### config.mk
export PLATFORM = sky130hd
export DESIGN_NAME = frame_options
export DESIGN_NICKNAME = d
export VERILOG_FILES = /design/src/frame_opts_pkg.sv /design/src/frame_options.sv /design/src/pulse_width_lut.sv /design/src/etu_timer.sv
export SDC_FILE = /design/constraint.sdc
export NUM_CORES = 1
export LEC_CHECK = 0
export BUFFER_PORTS_ARGS = -buffer_cell sky130_fd_sc_hd__clkbuf_2
export CAP_MARGIN = 0
export CORE_MARGIN = 8
export CORE_UTILIZATION = 50
export CTS_BUF_LIST = sky130_fd_sc_hd__clkbuf_4 sky130_fd_sc_hd__clkbuf_8
export DETAILED_ROUTE_END_ITERATION = 7
export PLACE_DENSITY = 0.77
export SYNTH_ARGS = -nofsm -noshare
export SYNTH_HDL_FRONTEND = slang
export SYNTH_SLANG_ARGS = --single-unit
### constraint.sdc
create_clock -name clock -period 1.8 [get_ports clock]
set_input_delay 0.18 -clock clock [delete_from_list [all_inputs] [get_ports clock]]
set_output_delay 0.18 -clock clock [all_outputs]
set_load 0.005 [all_outputs]
### src/frame_opts_pkg.sv
package frame_opts_pkg;

    // ------------------------------------------------------------
    // Register map
    // ------------------------------------------------------------
    localparam logic [7:0] TYPE_A_ADDR = 8'h05;
    localparam logic [7:0] TYPE_B_ADDR = 8'h06;
    localparam logic [7:0] BITRATE_ADDR = 8'h04;
    localparam logic [7:0] STATUS_ADDR = 8'h20;
    localparam logic [7:0] SETTINGS_RESET = 8'h00;

    // ------------------------------------------------------------
    // Type A field positions
    // ------------------------------------------------------------
    localparam int A_NO_TX_PAR_BIT = 7;
    localparam int A_NO_RX_PAR_BIT = 6;
    localparam int A_TRANSPORT_BIT = 5;
    localparam int A_PLEN_LSB = 1;
    localparam int A_ANTICOLL_BIT = 0;

    // ------------------------------------------------------------
    // Type B field positions
    // ------------------------------------------------------------
    localparam int B_EGT_LSB = 5;
    localparam int B_SOF_LOW_BIT = 4;
    localparam int B_SOF_HIGH_BIT = 3;
    localparam int B_EOF_BIT = 2;
    localparam int B_MID_BIT = 1;
    localparam int B_RX_OMIT_BIT = 0;

    // ------------------------------------------------------------
    // Protocol constants, times in etu or carrier periods
    // ------------------------------------------------------------
    localparam logic [7:0] TRANSPORT_START_BYTE = 8'hF0;
    localparam logic [3:0] EGT_MAX_ETU = 4'h6;
    localparam logic [3:0] SOF_LOW_SHORT_ETU = 4'hA;
    localparam logic [3:0] SOF_LOW_LONG_ETU = 4'hB;
    localparam logic [3:0] SOF_HIGH_SHORT_ETU = 4'h2;
    localparam logic [3:0] SOF_HIGH_LONG_ETU = 4'h3;
    localparam logic [3:0] EOF_SHORT_ETU = 4'hA;
    localparam logic [3:0] EOF_LONG_ETU = 4'hB;
    localparam logic [5:0] PULSE_BASE_128 = 6'h23;
    localparam logic [5:0] PULSE_BASE_64 = 6'h12;
    localparam logic [5:0] PULSE_BASE_32 = 6'h09;
    localparam logic [5:0] PULSE_BASE_16 = 6'h05;

    typedef enum logic [1:0] {
        RATE_128,
        RATE_64,
        RATE_32,
        RATE_16
    } tx_rate_t;

endpackage

### src/frame_options.sv
`timescale 1ns/1ps
//
// Summary of operation
// RULE_01: Tx parity suppressed when no-tx-parity bit set.
// RULE_02: Host then transmits only without CRC.
// RULE_03: Rx raw stream, no parity/CRC checks.
// RULE_04: Host clears rx parity bit outside type A.
// RULE_05: Transport mode prepends F0 and length bytes.
// RULE_06: Transport mode drops received leading F0.
// RULE_07: Pulse width field counts carrier periods.
// RULE_08: Lowest rate: 35 base, 27 to 42.
// RULE_09: Higher rates 18/9/5 base; gaps unsupported.
// RULE_10: Host sets anticollision bit for split frames.
// RULE_11: Extra guard time 0 to 6 etu.
// RULE_12: SOF low part 10 or 11 etu.
// RULE_13: SOF high part 2 or 3 etu.
// RULE_14: EOF low part 10 or 11 etu.
// RULE_15: Mid bit forces midrange SOF and EOF.
// RULE_16: Rx omit: fixed SOF, no EOF, last byte.
// RULE_17: Host uses stream mode for tx omission.
// RULE_18: Settings clear at reset and set-default.
// RULE_19: Tx bit rate chooses pulse width column.
// RULE_20: New settings apply from next frame.
//
module frame_options #(
    parameter int ETU_DIV = 16
) (
    input wire logic clock,
    input wire logic reset,
    input wire logic [7:0] address,
    input wire logic [7:0] write_data,
    input wire logic write_strobe,
    input wire logic read_strobe,
    input wire logic set_default,
    input wire logic frame_start,
    input wire logic frame_end,
    input wire logic tx_byte_valid,
    input wire logic [7:0] tx_byte,
    input wire logic [7:0] tx_length,
    input wire logic rx_byte_valid,
    input wire logic [7:0] rx_byte,
    input wire logic rx_first_byte,
    input wire logic rx_last_full,
    output logic [7:0] read_data,
    output logic tx_parity_en,
    output logic rx_check_en,
    output logic anticoll_frame,
    output logic [5:0] pulse_width,
    output logic pulse_supported,
    output logic [3:0] sof_low_etu,
    output logic [3:0] sof_high_etu,
    output logic [3:0] eof_etu,
    output logic rx_eof_detect,
    output logic guard_busy,
    output logic tx_out_valid,
    output logic [7:0] tx_out_byte,
    output logic fifo_write,
    output logic [7:0] fifo_data
);
    initial begin
        if (ETU_DIV < 2 || ETU_DIV > 4096) begin
            $error("ETU_DIV out of range");
        end
    end

    // ------------------------------------------------------------
    // Software registers
    // ------------------------------------------------------------
    logic [7:0] type_a_q;
    logic [7:0] type_b_q;
    logic [7:0] bitrate_q;
    logic [7:0] act_a_q;
    logic [7:0] act_b_q;
    logic [1:0] act_rate_q;
    logic in_frame_q;

    // Power-up and set-default both return the settings to zero.
    always_ff @(posedge clock) begin
        if (reset || set_default) begin
            type_a_q <= frame_opts_pkg::SETTINGS_RESET; // RULE_18
            type_b_q <= frame_opts_pkg::SETTINGS_RESET; // RULE_18
            bitrate_q <= frame_opts_pkg::SETTINGS_RESET;
        end else if (write_strobe) begin
            if (address == frame_opts_pkg::TYPE_A_ADDR) begin
                type_a_q <= write_data;
            end
            if (address == frame_opts_pkg::TYPE_B_ADDR) begin
                type_b_q <= write_data;
            end
            if (address == frame_opts_pkg::BITRATE_ADDR) begin
                bitrate_q <= write_data;
            end
        end
    end

    // Settings are latched only at frame start so a write cannot tear a frame.
    always_ff @(posedge clock) begin
        if (reset || set_default) begin
            act_a_q <= frame_opts_pkg::SETTINGS_RESET;
            act_b_q <= frame_opts_pkg::SETTINGS_RESET;
            act_rate_q <= 2'h0;
        end else if (frame_start && !in_frame_q) begin
            act_a_q <= type_a_q; // RULE_20
            act_b_q <= type_b_q; // RULE_20
            act_rate_q <= bitrate_q[5:4]; // RULE_19
        end
    end

    always_ff @(posedge clock) begin
        if (reset) begin
            in_frame_q <= 1'b0;
        end else if (frame_start) begin
            in_frame_q <= 1'b1;
        end else if (frame_end) begin
            in_frame_q <= 1'b0;
        end
    end

    // Unmapped addresses read as zero; status shows the block's own state.
    always_ff @(posedge clock) begin
        if (reset) begin
            read_data <= 8'h00;
        end else if (read_strobe) begin
            unique case (address)
                frame_opts_pkg::TYPE_A_ADDR: read_data <= type_a_q;
                frame_opts_pkg::TYPE_B_ADDR: read_data <= type_b_q;
                frame_opts_pkg::BITRATE_ADDR: read_data <= bitrate_q;
                frame_opts_pkg::STATUS_ADDR: read_data <= {5'h00, guard_busy,
                    pulse_supported, in_frame_q};
                default: read_data <= 8'h00;
            endcase
        end else begin
            read_data <= 8'h00;
        end
    end

    // ------------------------------------------------------------
    // Type A options
    // ------------------------------------------------------------
    logic [5:0] pw_d;
    logic pw_ok_d;
    logic transport_on;
    logic raw_rx;

    assign transport_on = act_a_q[frame_opts_pkg::A_TRANSPORT_BIT];
    assign raw_rx = act_a_q[frame_opts_pkg::A_NO_RX_PAR_BIT];

    pulse_width_lut u_lut (
        .code(act_a_q[frame_opts_pkg::A_PLEN_LSB +: 4]),
        .rate(act_rate_q),
        .width(pw_d),
        .supported(pw_ok_d)
    );

    // The parity, check and pulse controls are registered straight from active settings.
    always_ff @(posedge clock) begin
        if (reset) begin
            tx_parity_en <= 1'b1;
            rx_check_en <= 1'b1;
            anticoll_frame <= 1'b0;
            pulse_width <= frame_opts_pkg::PULSE_BASE_128;
            pulse_supported <= 1'b1;
        end else begin
            tx_parity_en <= !act_a_q[frame_opts_pkg::A_NO_TX_PAR_BIT]; // RULE_01
            rx_check_en <= !raw_rx; // RULE_03
            anticoll_frame <= act_a_q[frame_opts_pkg::A_ANTICOLL_BIT];
            pulse_width <= pw_d; // RULE_07
            pulse_supported <= pw_ok_d; // RULE_09
        end
    end

    // Transmit side: in transport mode the start and length bytes go first.
    typedef enum logic [1:0] {
        TX_IDLE,
        TX_START,
        TX_LEN,
        TX_DATA
    } tx_state_t;
    tx_state_t tx_state_q;

    always_ff @(posedge clock) begin
        if (reset) begin
            tx_state_q <= TX_IDLE;
            tx_out_valid <= 1'b0;
            tx_out_byte <= 8'h00;
        end else begin
            tx_out_valid <= 1'b0;
            unique case (tx_state_q)
                TX_IDLE: begin
                    if (frame_start) begin
                        tx_state_q <= type_a_q[frame_opts_pkg::A_TRANSPORT_BIT] ?
                            TX_START : TX_DATA;
                    end
                end
                TX_START: begin
                    tx_out_valid <= 1'b1;
                    tx_out_byte <= frame_opts_pkg::TRANSPORT_START_BYTE; // RULE_05
                    tx_state_q <= TX_LEN;
                end
                TX_LEN: begin
                    tx_out_valid <= 1'b1;
                    tx_out_byte <= tx_length; // RULE_05
                    tx_state_q <= TX_DATA;
                end
                TX_DATA: begin
                    if (tx_byte_valid) begin
                        tx_out_valid <= 1'b1;
                        tx_out_byte <= tx_byte;
                    end
                    if (frame_end) begin
                        tx_state_q <= TX_IDLE;
                    end
                end
            endcase
        end
    end

    // Receive side: the leading start byte never reaches the FIFO in transport mode.
    logic rx_keep;
    logic omit_rx;

    assign omit_rx = act_b_q[frame_opts_pkg::B_RX_OMIT_BIT];

    always_comb begin
        rx_keep = rx_byte_valid;
        if (transport_on && rx_first_byte &&
                rx_byte == frame_opts_pkg::TRANSPORT_START_BYTE) begin
            rx_keep = 1'b0; // RULE_06
        end
        if (omit_rx && !rx_last_full) begin
            rx_keep = 1'b0; // RULE_16
        end
    end

    always_ff @(posedge clock) begin
        if (reset) begin
            fifo_write <= 1'b0;
            fifo_data <= 8'h00;
        end else begin
            fifo_write <= rx_keep;
            if (rx_keep) begin
                fifo_data <= rx_byte; // RULE_03
            end
        end
    end

    // ------------------------------------------------------------
    // Type B options
    // ------------------------------------------------------------
    logic [3:0] sof_low_d;
    logic [3:0] sof_high_d;
    logic [3:0] eof_d;
    logic [3:0] egt_d;

    // Mid mode overrides the individual lengths; the table gives 10.5/2.5 style midpoints
    // which whole etu cannot show, so the long SOF low, short SOF high and short EOF values are used.
    always_comb begin
        sof_low_d = act_b_q[frame_opts_pkg::B_SOF_LOW_BIT] ?
            frame_opts_pkg::SOF_LOW_LONG_ETU : frame_opts_pkg::SOF_LOW_SHORT_ETU; // RULE_12
        sof_high_d = act_b_q[frame_opts_pkg::B_SOF_HIGH_BIT] ?
            frame_opts_pkg::SOF_HIGH_LONG_ETU : frame_opts_pkg::SOF_HIGH_SHORT_ETU; // RULE_13
        eof_d = act_b_q[frame_opts_pkg::B_EOF_BIT] ?
            frame_opts_pkg::EOF_LONG_ETU : frame_opts_pkg::EOF_SHORT_ETU; // RULE_14
        if (act_b_q[frame_opts_pkg::B_MID_BIT]) begin
            sof_low_d = frame_opts_pkg::SOF_LOW_LONG_ETU; // RULE_15
            sof_high_d = frame_opts_pkg::SOF_HIGH_SHORT_ETU; // RULE_15
            eof_d = frame_opts_pkg::EOF_SHORT_ETU; // RULE_15
        end
        egt_d = {1'b0, act_b_q[frame_opts_pkg::B_EGT_LSB +: 3]};
        if (egt_d > frame_opts_pkg::EGT_MAX_ETU) begin
            egt_d = frame_opts_pkg::EGT_MAX_ETU; // RULE_11
        end
    end

    // The receiver's SOF expectation is fixed while omission is on.
    always_ff @(posedge clock) begin
        if (reset) begin
            sof_low_etu <= frame_opts_pkg::SOF_LOW_SHORT_ETU;
            sof_high_etu <= frame_opts_pkg::SOF_HIGH_SHORT_ETU;
            eof_etu <= frame_opts_pkg::EOF_SHORT_ETU;
            rx_eof_detect <= 1'b1;
        end else begin
            sof_low_etu <= omit_rx ? frame_opts_pkg::SOF_LOW_SHORT_ETU : sof_low_d; // RULE_16
            sof_high_etu <= omit_rx ? frame_opts_pkg::SOF_HIGH_SHORT_ETU : sof_high_d;
            eof_etu <= eof_d;
            rx_eof_detect <= !omit_rx; // RULE_16
        end
    end

    // Guard time after each transmitted byte, counted on a divided etu enable.
    logic [11:0] div_q;
    logic etu_tick;
    logic guard_done;

    always_ff @(posedge clock) begin
        if (reset || div_q == 12'(ETU_DIV - 1)) begin
            div_q <= 12'h000;
        end else begin
            div_q <= div_q + 12'h001;
        end
    end

    assign etu_tick = (div_q == 12'(ETU_DIV - 1));

    etu_timer u_guard (
        .clock(clock),
        .reset(reset),
        .etu_tick(etu_tick),
        .load(tx_out_valid),
        .length(egt_d),
        .done(guard_done)
    );

    always_ff @(posedge clock) begin
        if (reset) begin
            guard_busy <= 1'b0;
        end else begin
            guard_busy <= !guard_done; // RULE_11
        end
    end

    // ------------------------------------------------------------
    // Checks
    // ------------------------------------------------------------
    a_default_clears: assert property (@(posedge clock) disable iff (reset)
        set_default |=> type_a_q == 8'h00 && type_b_q == 8'h00) // RULE_18
        else $error("set default did not clear settings");
    a_tx_parity: assert property (@(posedge clock) disable iff (reset)
        act_a_q[7] |=> !tx_parity_en) // RULE_01
        else $error("parity not suppressed");
    a_rx_raw: assert property (@(posedge clock) disable iff (reset)
        act_a_q[6] |=> !rx_check_en) // RULE_03
        else $error("rx checks not disabled");
    a_start_byte: assert property (@(posedge clock) disable iff (reset)
        tx_state_q == TX_START |=> tx_out_valid && tx_out_byte == 8'hF0) // RULE_05
        else $error("start byte missing");
    a_drop_f0: assert property (@(posedge clock) disable iff (reset)
        transport_on && rx_first_byte && rx_byte == 8'hF0 |=> !fifo_write) // RULE_06
        else $error("start byte stored");
    a_base_width: assert property (@(posedge clock) disable iff (reset)
        act_a_q[4:1] == 4'h0 && act_rate_q == 2'h0 && $stable(act_a_q)
        |=> pulse_width == 6'd35) // RULE_08
        else $error("base pulse width wrong");
    a_mid_sof: assert property (@(posedge clock) disable iff (reset)
        act_b_q[1] && !act_b_q[0] |=> sof_high_etu == 4'h2 && eof_etu == 4'hA) // RULE_15
        else $error("mid mode lengths wrong");
    a_omit_eof: assert property (@(posedge clock) disable iff (reset)
        act_b_q[0] |=> !rx_eof_detect && sof_low_etu == 4'hA) // RULE_16
        else $error("omission not applied");
    a_frame_hold: assert property (@(posedge clock) disable iff (reset || set_default)
        in_frame_q && !frame_start |=> $stable(act_a_q)) // RULE_20
        else $error("settings changed mid frame");

    c_transport: cover property (@(posedge clock) tx_state_q == TX_LEN);
    c_guard: cover property (@(posedge clock) guard_busy);
    c_unsupported: cover property (@(posedge clock) !pulse_supported);
endmodule

### src/pulse_width_lut.sv
`timescale 1ns/1ps
// ------------------------------------------------------------
// Type A modulation pulse width lookup
// ------------------------------------------------------------
module pulse_width_lut (
    input wire logic [3:0] code,
    input wire logic [1:0] rate,
    output logic [5:0] width,
    output logic supported
);
    logic signed [4:0] offset;
    logic [5:0] base;
    logic signed [4:0] lo;
    logic signed [4:0] hi;

    // The code is a signed offset around the per-rate base width.
    always_comb begin
        offset = {code[3], code}; // RULE_08
        unique case (rate) // RULE_19
            2'h0: begin
                base = frame_opts_pkg::PULSE_BASE_128;
                lo = -5'sd8;
                hi = 5'sd7;
            end
            2'h1: begin
                base = frame_opts_pkg::PULSE_BASE_64;
                lo = -5'sd6;
                hi = 5'sd6;
            end
            2'h2: begin
                base = frame_opts_pkg::PULSE_BASE_32;
                lo = -5'sd4;
                hi = 5'sd4;
            end
            2'h3: begin
                base = frame_opts_pkg::PULSE_BASE_16;
                lo = -5'sd3;
                hi = 5'sd3;
            end
        endcase
        // Rows 0100..0110 at the double rate run backwards, an oddity kept exactly.
        width = 6'(base + 6'(offset)); // RULE_07
        if (rate == 2'h1 && code == 4'h5) begin
            width = 6'h15;
        end
        if (rate == 2'h1 && code == 4'h6) begin
            width = 6'h14;
        end
        if (rate == 2'h1 && code == 4'h4) begin
            width = 6'h16;
        end
        supported = (offset >= lo) && (offset <= hi); // RULE_09
    end
endmodule

### src/etu_timer.sv
`timescale 1ns/1ps
// ------------------------------------------------------------
// Counts a run of etu from the one-cycle etu enable
// ------------------------------------------------------------
module etu_timer (
    input wire logic clock,
    input wire logic reset,
    input wire logic etu_tick,
    input wire logic load,
    input wire logic [3:0] length,
    output logic done
);
    logic [3:0] left_q;

    // A zero length is done at once, in the load cycle itself, so a zero guard time costs nothing.
    always_ff @(posedge clock) begin
        if (reset || load) begin
            left_q <= reset ? 4'h0 : length;
        end else if (etu_tick && left_q != 4'h0) begin
            left_q <= left_q - 4'h1;
        end
    end

    assign done = (left_q == 4'h0) && !(load && length != 4'h0);
endmodule

==> impl_metrics.tcl <==
set metrics [dict create \
    status "finished, final reports clean" \
    grt_pass1_vias 4079 \
    diodes 0 \
    wirelength_mm 11.73 \
    start_kind "register" \
    rsz0062_at_grt "yes" \
    relSlewSlack_pct 49.15 \
    grt.total_usage_pct 18.97 \
    timing.critical_path.buf_inv 2 \
    cp.depth 8 \
    synth_warnings 0 \
    clk_latency_ps 360 \
    synth_cell_type_count 55 \
    cp-endpoint "pulse_supported" \
    post-place-cells 733 \
    critPathMaxStageDelay_ps 370 \
    die-area_mm2 0.01249 \
    final_min_period_over_clock_period_pct 98.22 \
    clkSlewWorstSetupHoldPaths_ps 100 \
    port-buffer-count 91 \
    p_total_mw 5.165 \
    async_flop_share_pct 0 \
    grt_max_degree 43 \
    p_per_area_mw_per_mm2 925.7 \
    fill_cells 744 \
    htree_levels 3 \
    grt_overflow 0 \
    report.final.slew_viol_count 0 \
    worst_path_dominant_cell_family "adder cells" \
    path_common_cell "buf_4" \
    synth.top_cell.area_share_pct 42.78 \
    min_path_type "input pin to register" \
    path_class "register to register" \
    drtIter0Drc 243 \
    reg2reg_to "pulse_supported" \
    p_seq_share_pct 49.7 \
    clock-sinks 102 \
    holdBufCountCts 0 \
    power_switching_mw 1.475 \
    worstPathMaxFanout 4 \
    clock_power_share_pct 31.1 \
    switching_share_pct 28.55 \
    initial_utilization_pct 50.59 \
    r2r_cells 8 \
    synth_seq_cells 102 \
    final_antenna_net_count 0 \
    num_rows 35 \
    synth-edff-count 4 \
    syn_area_mm2 0.004586 \
    fin_nets 708 \
    num_vias 4059 \
    cts_root_buffer "clkbuf_8" \
    cts_made_buffers 9 \
    period_needed_ps 1768 \
    cp-startpoint "act_rate_q[0]" \
    die_w_um 111.8 \
    drt_first_pass_iters 5 \
    io_pins 101 \
    fin_skew_ps 11.90 \
    drc 0 \
    synthCells 530 \
    finalHoldViolations 0 \
    max_freq_ghz 0.5656 \
    die_h_um 111.8 \
    synthTopCellsByArea "dfxtp_1, nand2_1, a21oi_1, ha_1, nand3_1" \
    arrival_ps 2030 \
    worstSetupEndpointType "register" \
    clock_path_buffers 2 \
    setup_violations 0 \
    cts_tree "yes" \
    timing.rr.start "act_rate_q[0]" \
    yosys.area.top_type "dfxtp_1" \
    maxCapViolCount 0 \
    wire_per_inst_um 15.62 \
    synth_top_flop_cell "dfxtp_1" \
    grt_pass1_wl_mm 19.74 \
    vdd_drop_max_uv 445.5 \
    power_leakage_nw 2.203 \
    slowest_stage "dfxtp_4" \
    ys_seq_area_share_pct 45.40 \
    syn_area_per_cell_um2 8.652 \
    worstPathCellList "buf_4 > ha_2 > buf_4 > ha_1 > nand2b_1 > a21oi_1 > o21ai_0 > a21o_1" \
    p_int_mw 3.690 \
    antenna_found_initial 0 \
    hpwl_mm 8.623 \
    ff2ff_setup_slack_ps 30 \
    fin_cells 751 \
    avgViaCountPerCell 5.405 \
    cp_data_required_time_ps 2060 \
    drive_gt1_share_pct 26.88 \
    p_comb_share_pct 19.2 \
    core_area_mm2 0.009065 \
    place.gp.congestion 0.8383 \
    tightest_slew_ps 762.7 \
    synthToLayoutAreaGrowth_pct 21.66 \
]
## area by class of cell
class	instances	area [µm²]	share of cell area (%)
Clock buffer	11	138.9	2.489
Clock inverter	5	83.83	1.503
Inverter	24	90.09	1.615
Multi-Input combinational cell	377	2335	41.85
Sequential cell	102	2087	37.41
Tap cell	111	138.9	2.489
Timing Repair Buffer	121	705.7	12.65
## state kept, by name (all words and copies together), names as in the netlist, 2 cells and up
name,flops
act_a_q,8
u_guard.left_q,4
pulse_width,6
type_a_q,8
tx_out_byte,8
act_b_q,8
read_data,8
div_q,12
bitrate_q,8
fifo_data,8
type_b_q,8
act_rate_q,2
tx_state_q,2
## synth_stat cells (3+ instances only)
cell type and count:
a21oi_1 65, nor2_1 36, xor2_1 7, buf_4 9, o21a_1 3, a22oi_1 16, clkbuf_1 18, nand3_1 31
nor3_1 10, dfxtp_1 98, a22o_1 3, inv_1 24, nand2b_1 3, a211oi_1 7, buf_6 3, ha_1 21
xnor2_1 9, and3_1 4, o21ai_0 11, nor2b_1 7, nor3b_1 3, mux2i_1 6, nand2_1 87, nand4_1 4
edfxtp_1 4
## per-stage QoR
stage / worst slack [ps] / TNS (ps) / hold WS [ps] / instance area (µm²) / utilization [%]
6_report: 31.97 / 0 / 64.32 / 5579 / 61.55
5_1_grt: -33.13 / -71.17 / 65.27 / 5579 / 61.55
4_1_cts: 1.949 / 0 / 59.91 / 5510 / 60.79
3_5_place_dp: -117.9 / -270.2 / 369.4 / 5239 / 57.79
3_3_place_gp: -27.59 / -42.02 / 366.5 / 5239 / 57.79
2_1_floorplan: -6.495 / -6.495 / 320.5 / 4624 / -
## timing repair
item	in CTS	in global routing
endpoints found under the setup margin	8	4
pin swaps	7	5
gates cloned	0	0
resized for setup	11	14
buffers inserted	1	1
## cells in the final DEF (no fill, tap or decap), types with 3 or more instances in the layout
master,n
clkbuf_8,9
inv_1,20
a211oi_1,6
and3_1,4
nor3_1,10
a21oi_1,64
dfxtp_1,96
nor2_1,36
buf_4,28
nand3_1,31
nand4_1,4
ha_4,4
inv_2,4
xor2_1,7
nand2_1,87
a22oi_1,16
clkbuf_2,91
mux2i_1,6
xnor2_1,9
nor2b_1,6
o21ai_0,9
edfxtp_1,4
nand2b_1,3
ha_1,14
ha_2,3
conb_1,9
a22o_1,3
o21a_1,3
nor3b_1,3
## metal layers
layer / vias to the layer above / GRT usage (%) / part of all wire [%]
met5: - / 0 / 0
met4: 0 / 7.293 / 1.9
met3: 25 / 4.545 / 8.0
met2: 156 / 32.31 / 47
met1: 1863 / 22.55 / 43
li1: 2015 / - / -
## how the worst min path moves through the flow
stage,from,end,slack [ps],cells past startpoint
floorplan,rx_byte[0],fifo_data[0],320,2
global placement,act_a_q[6],rx_check_en,370,1
detailed placement,act_a_q[6],rx_check_en,370,1
CTS,rx_byte[6],fifo_data[6],60,3
global route,rx_byte[0],fifo_data[0],70,3
finish,rx_byte[6],fifo_data[6],60,3
## logic make-up after synthesis
family,after synthesis,synth area share (%)
simple gates,204,21.42
other cells,2,0.1638
fa+ha+maj,22,6.166
buf+inv,58,6.657
mux,6,1.310
xor+xnor,16,3.056
compound gates,120,15.83
flops,102,45.40
## worst min-delay path: stages
cell      delay (ps)
clkbuf_2          90
nand2_1           50
mux2i_1           60
## power by group through the flow
stage | Sequential, mW | Combinational, mW | Clock [mW]
floorplan | 2.58 | 0.666 | 0
global placement | 2.60 | 0.938 | 0
detailed placement | 2.62 | 0.980 | 0
CTS | 2.57 | 0.999 | 1.63
global route | 2.59 | 1.12 | 1.72
finish | 2.57 | 0.990 | 1.61
Power figures use the tool's default switching activity.
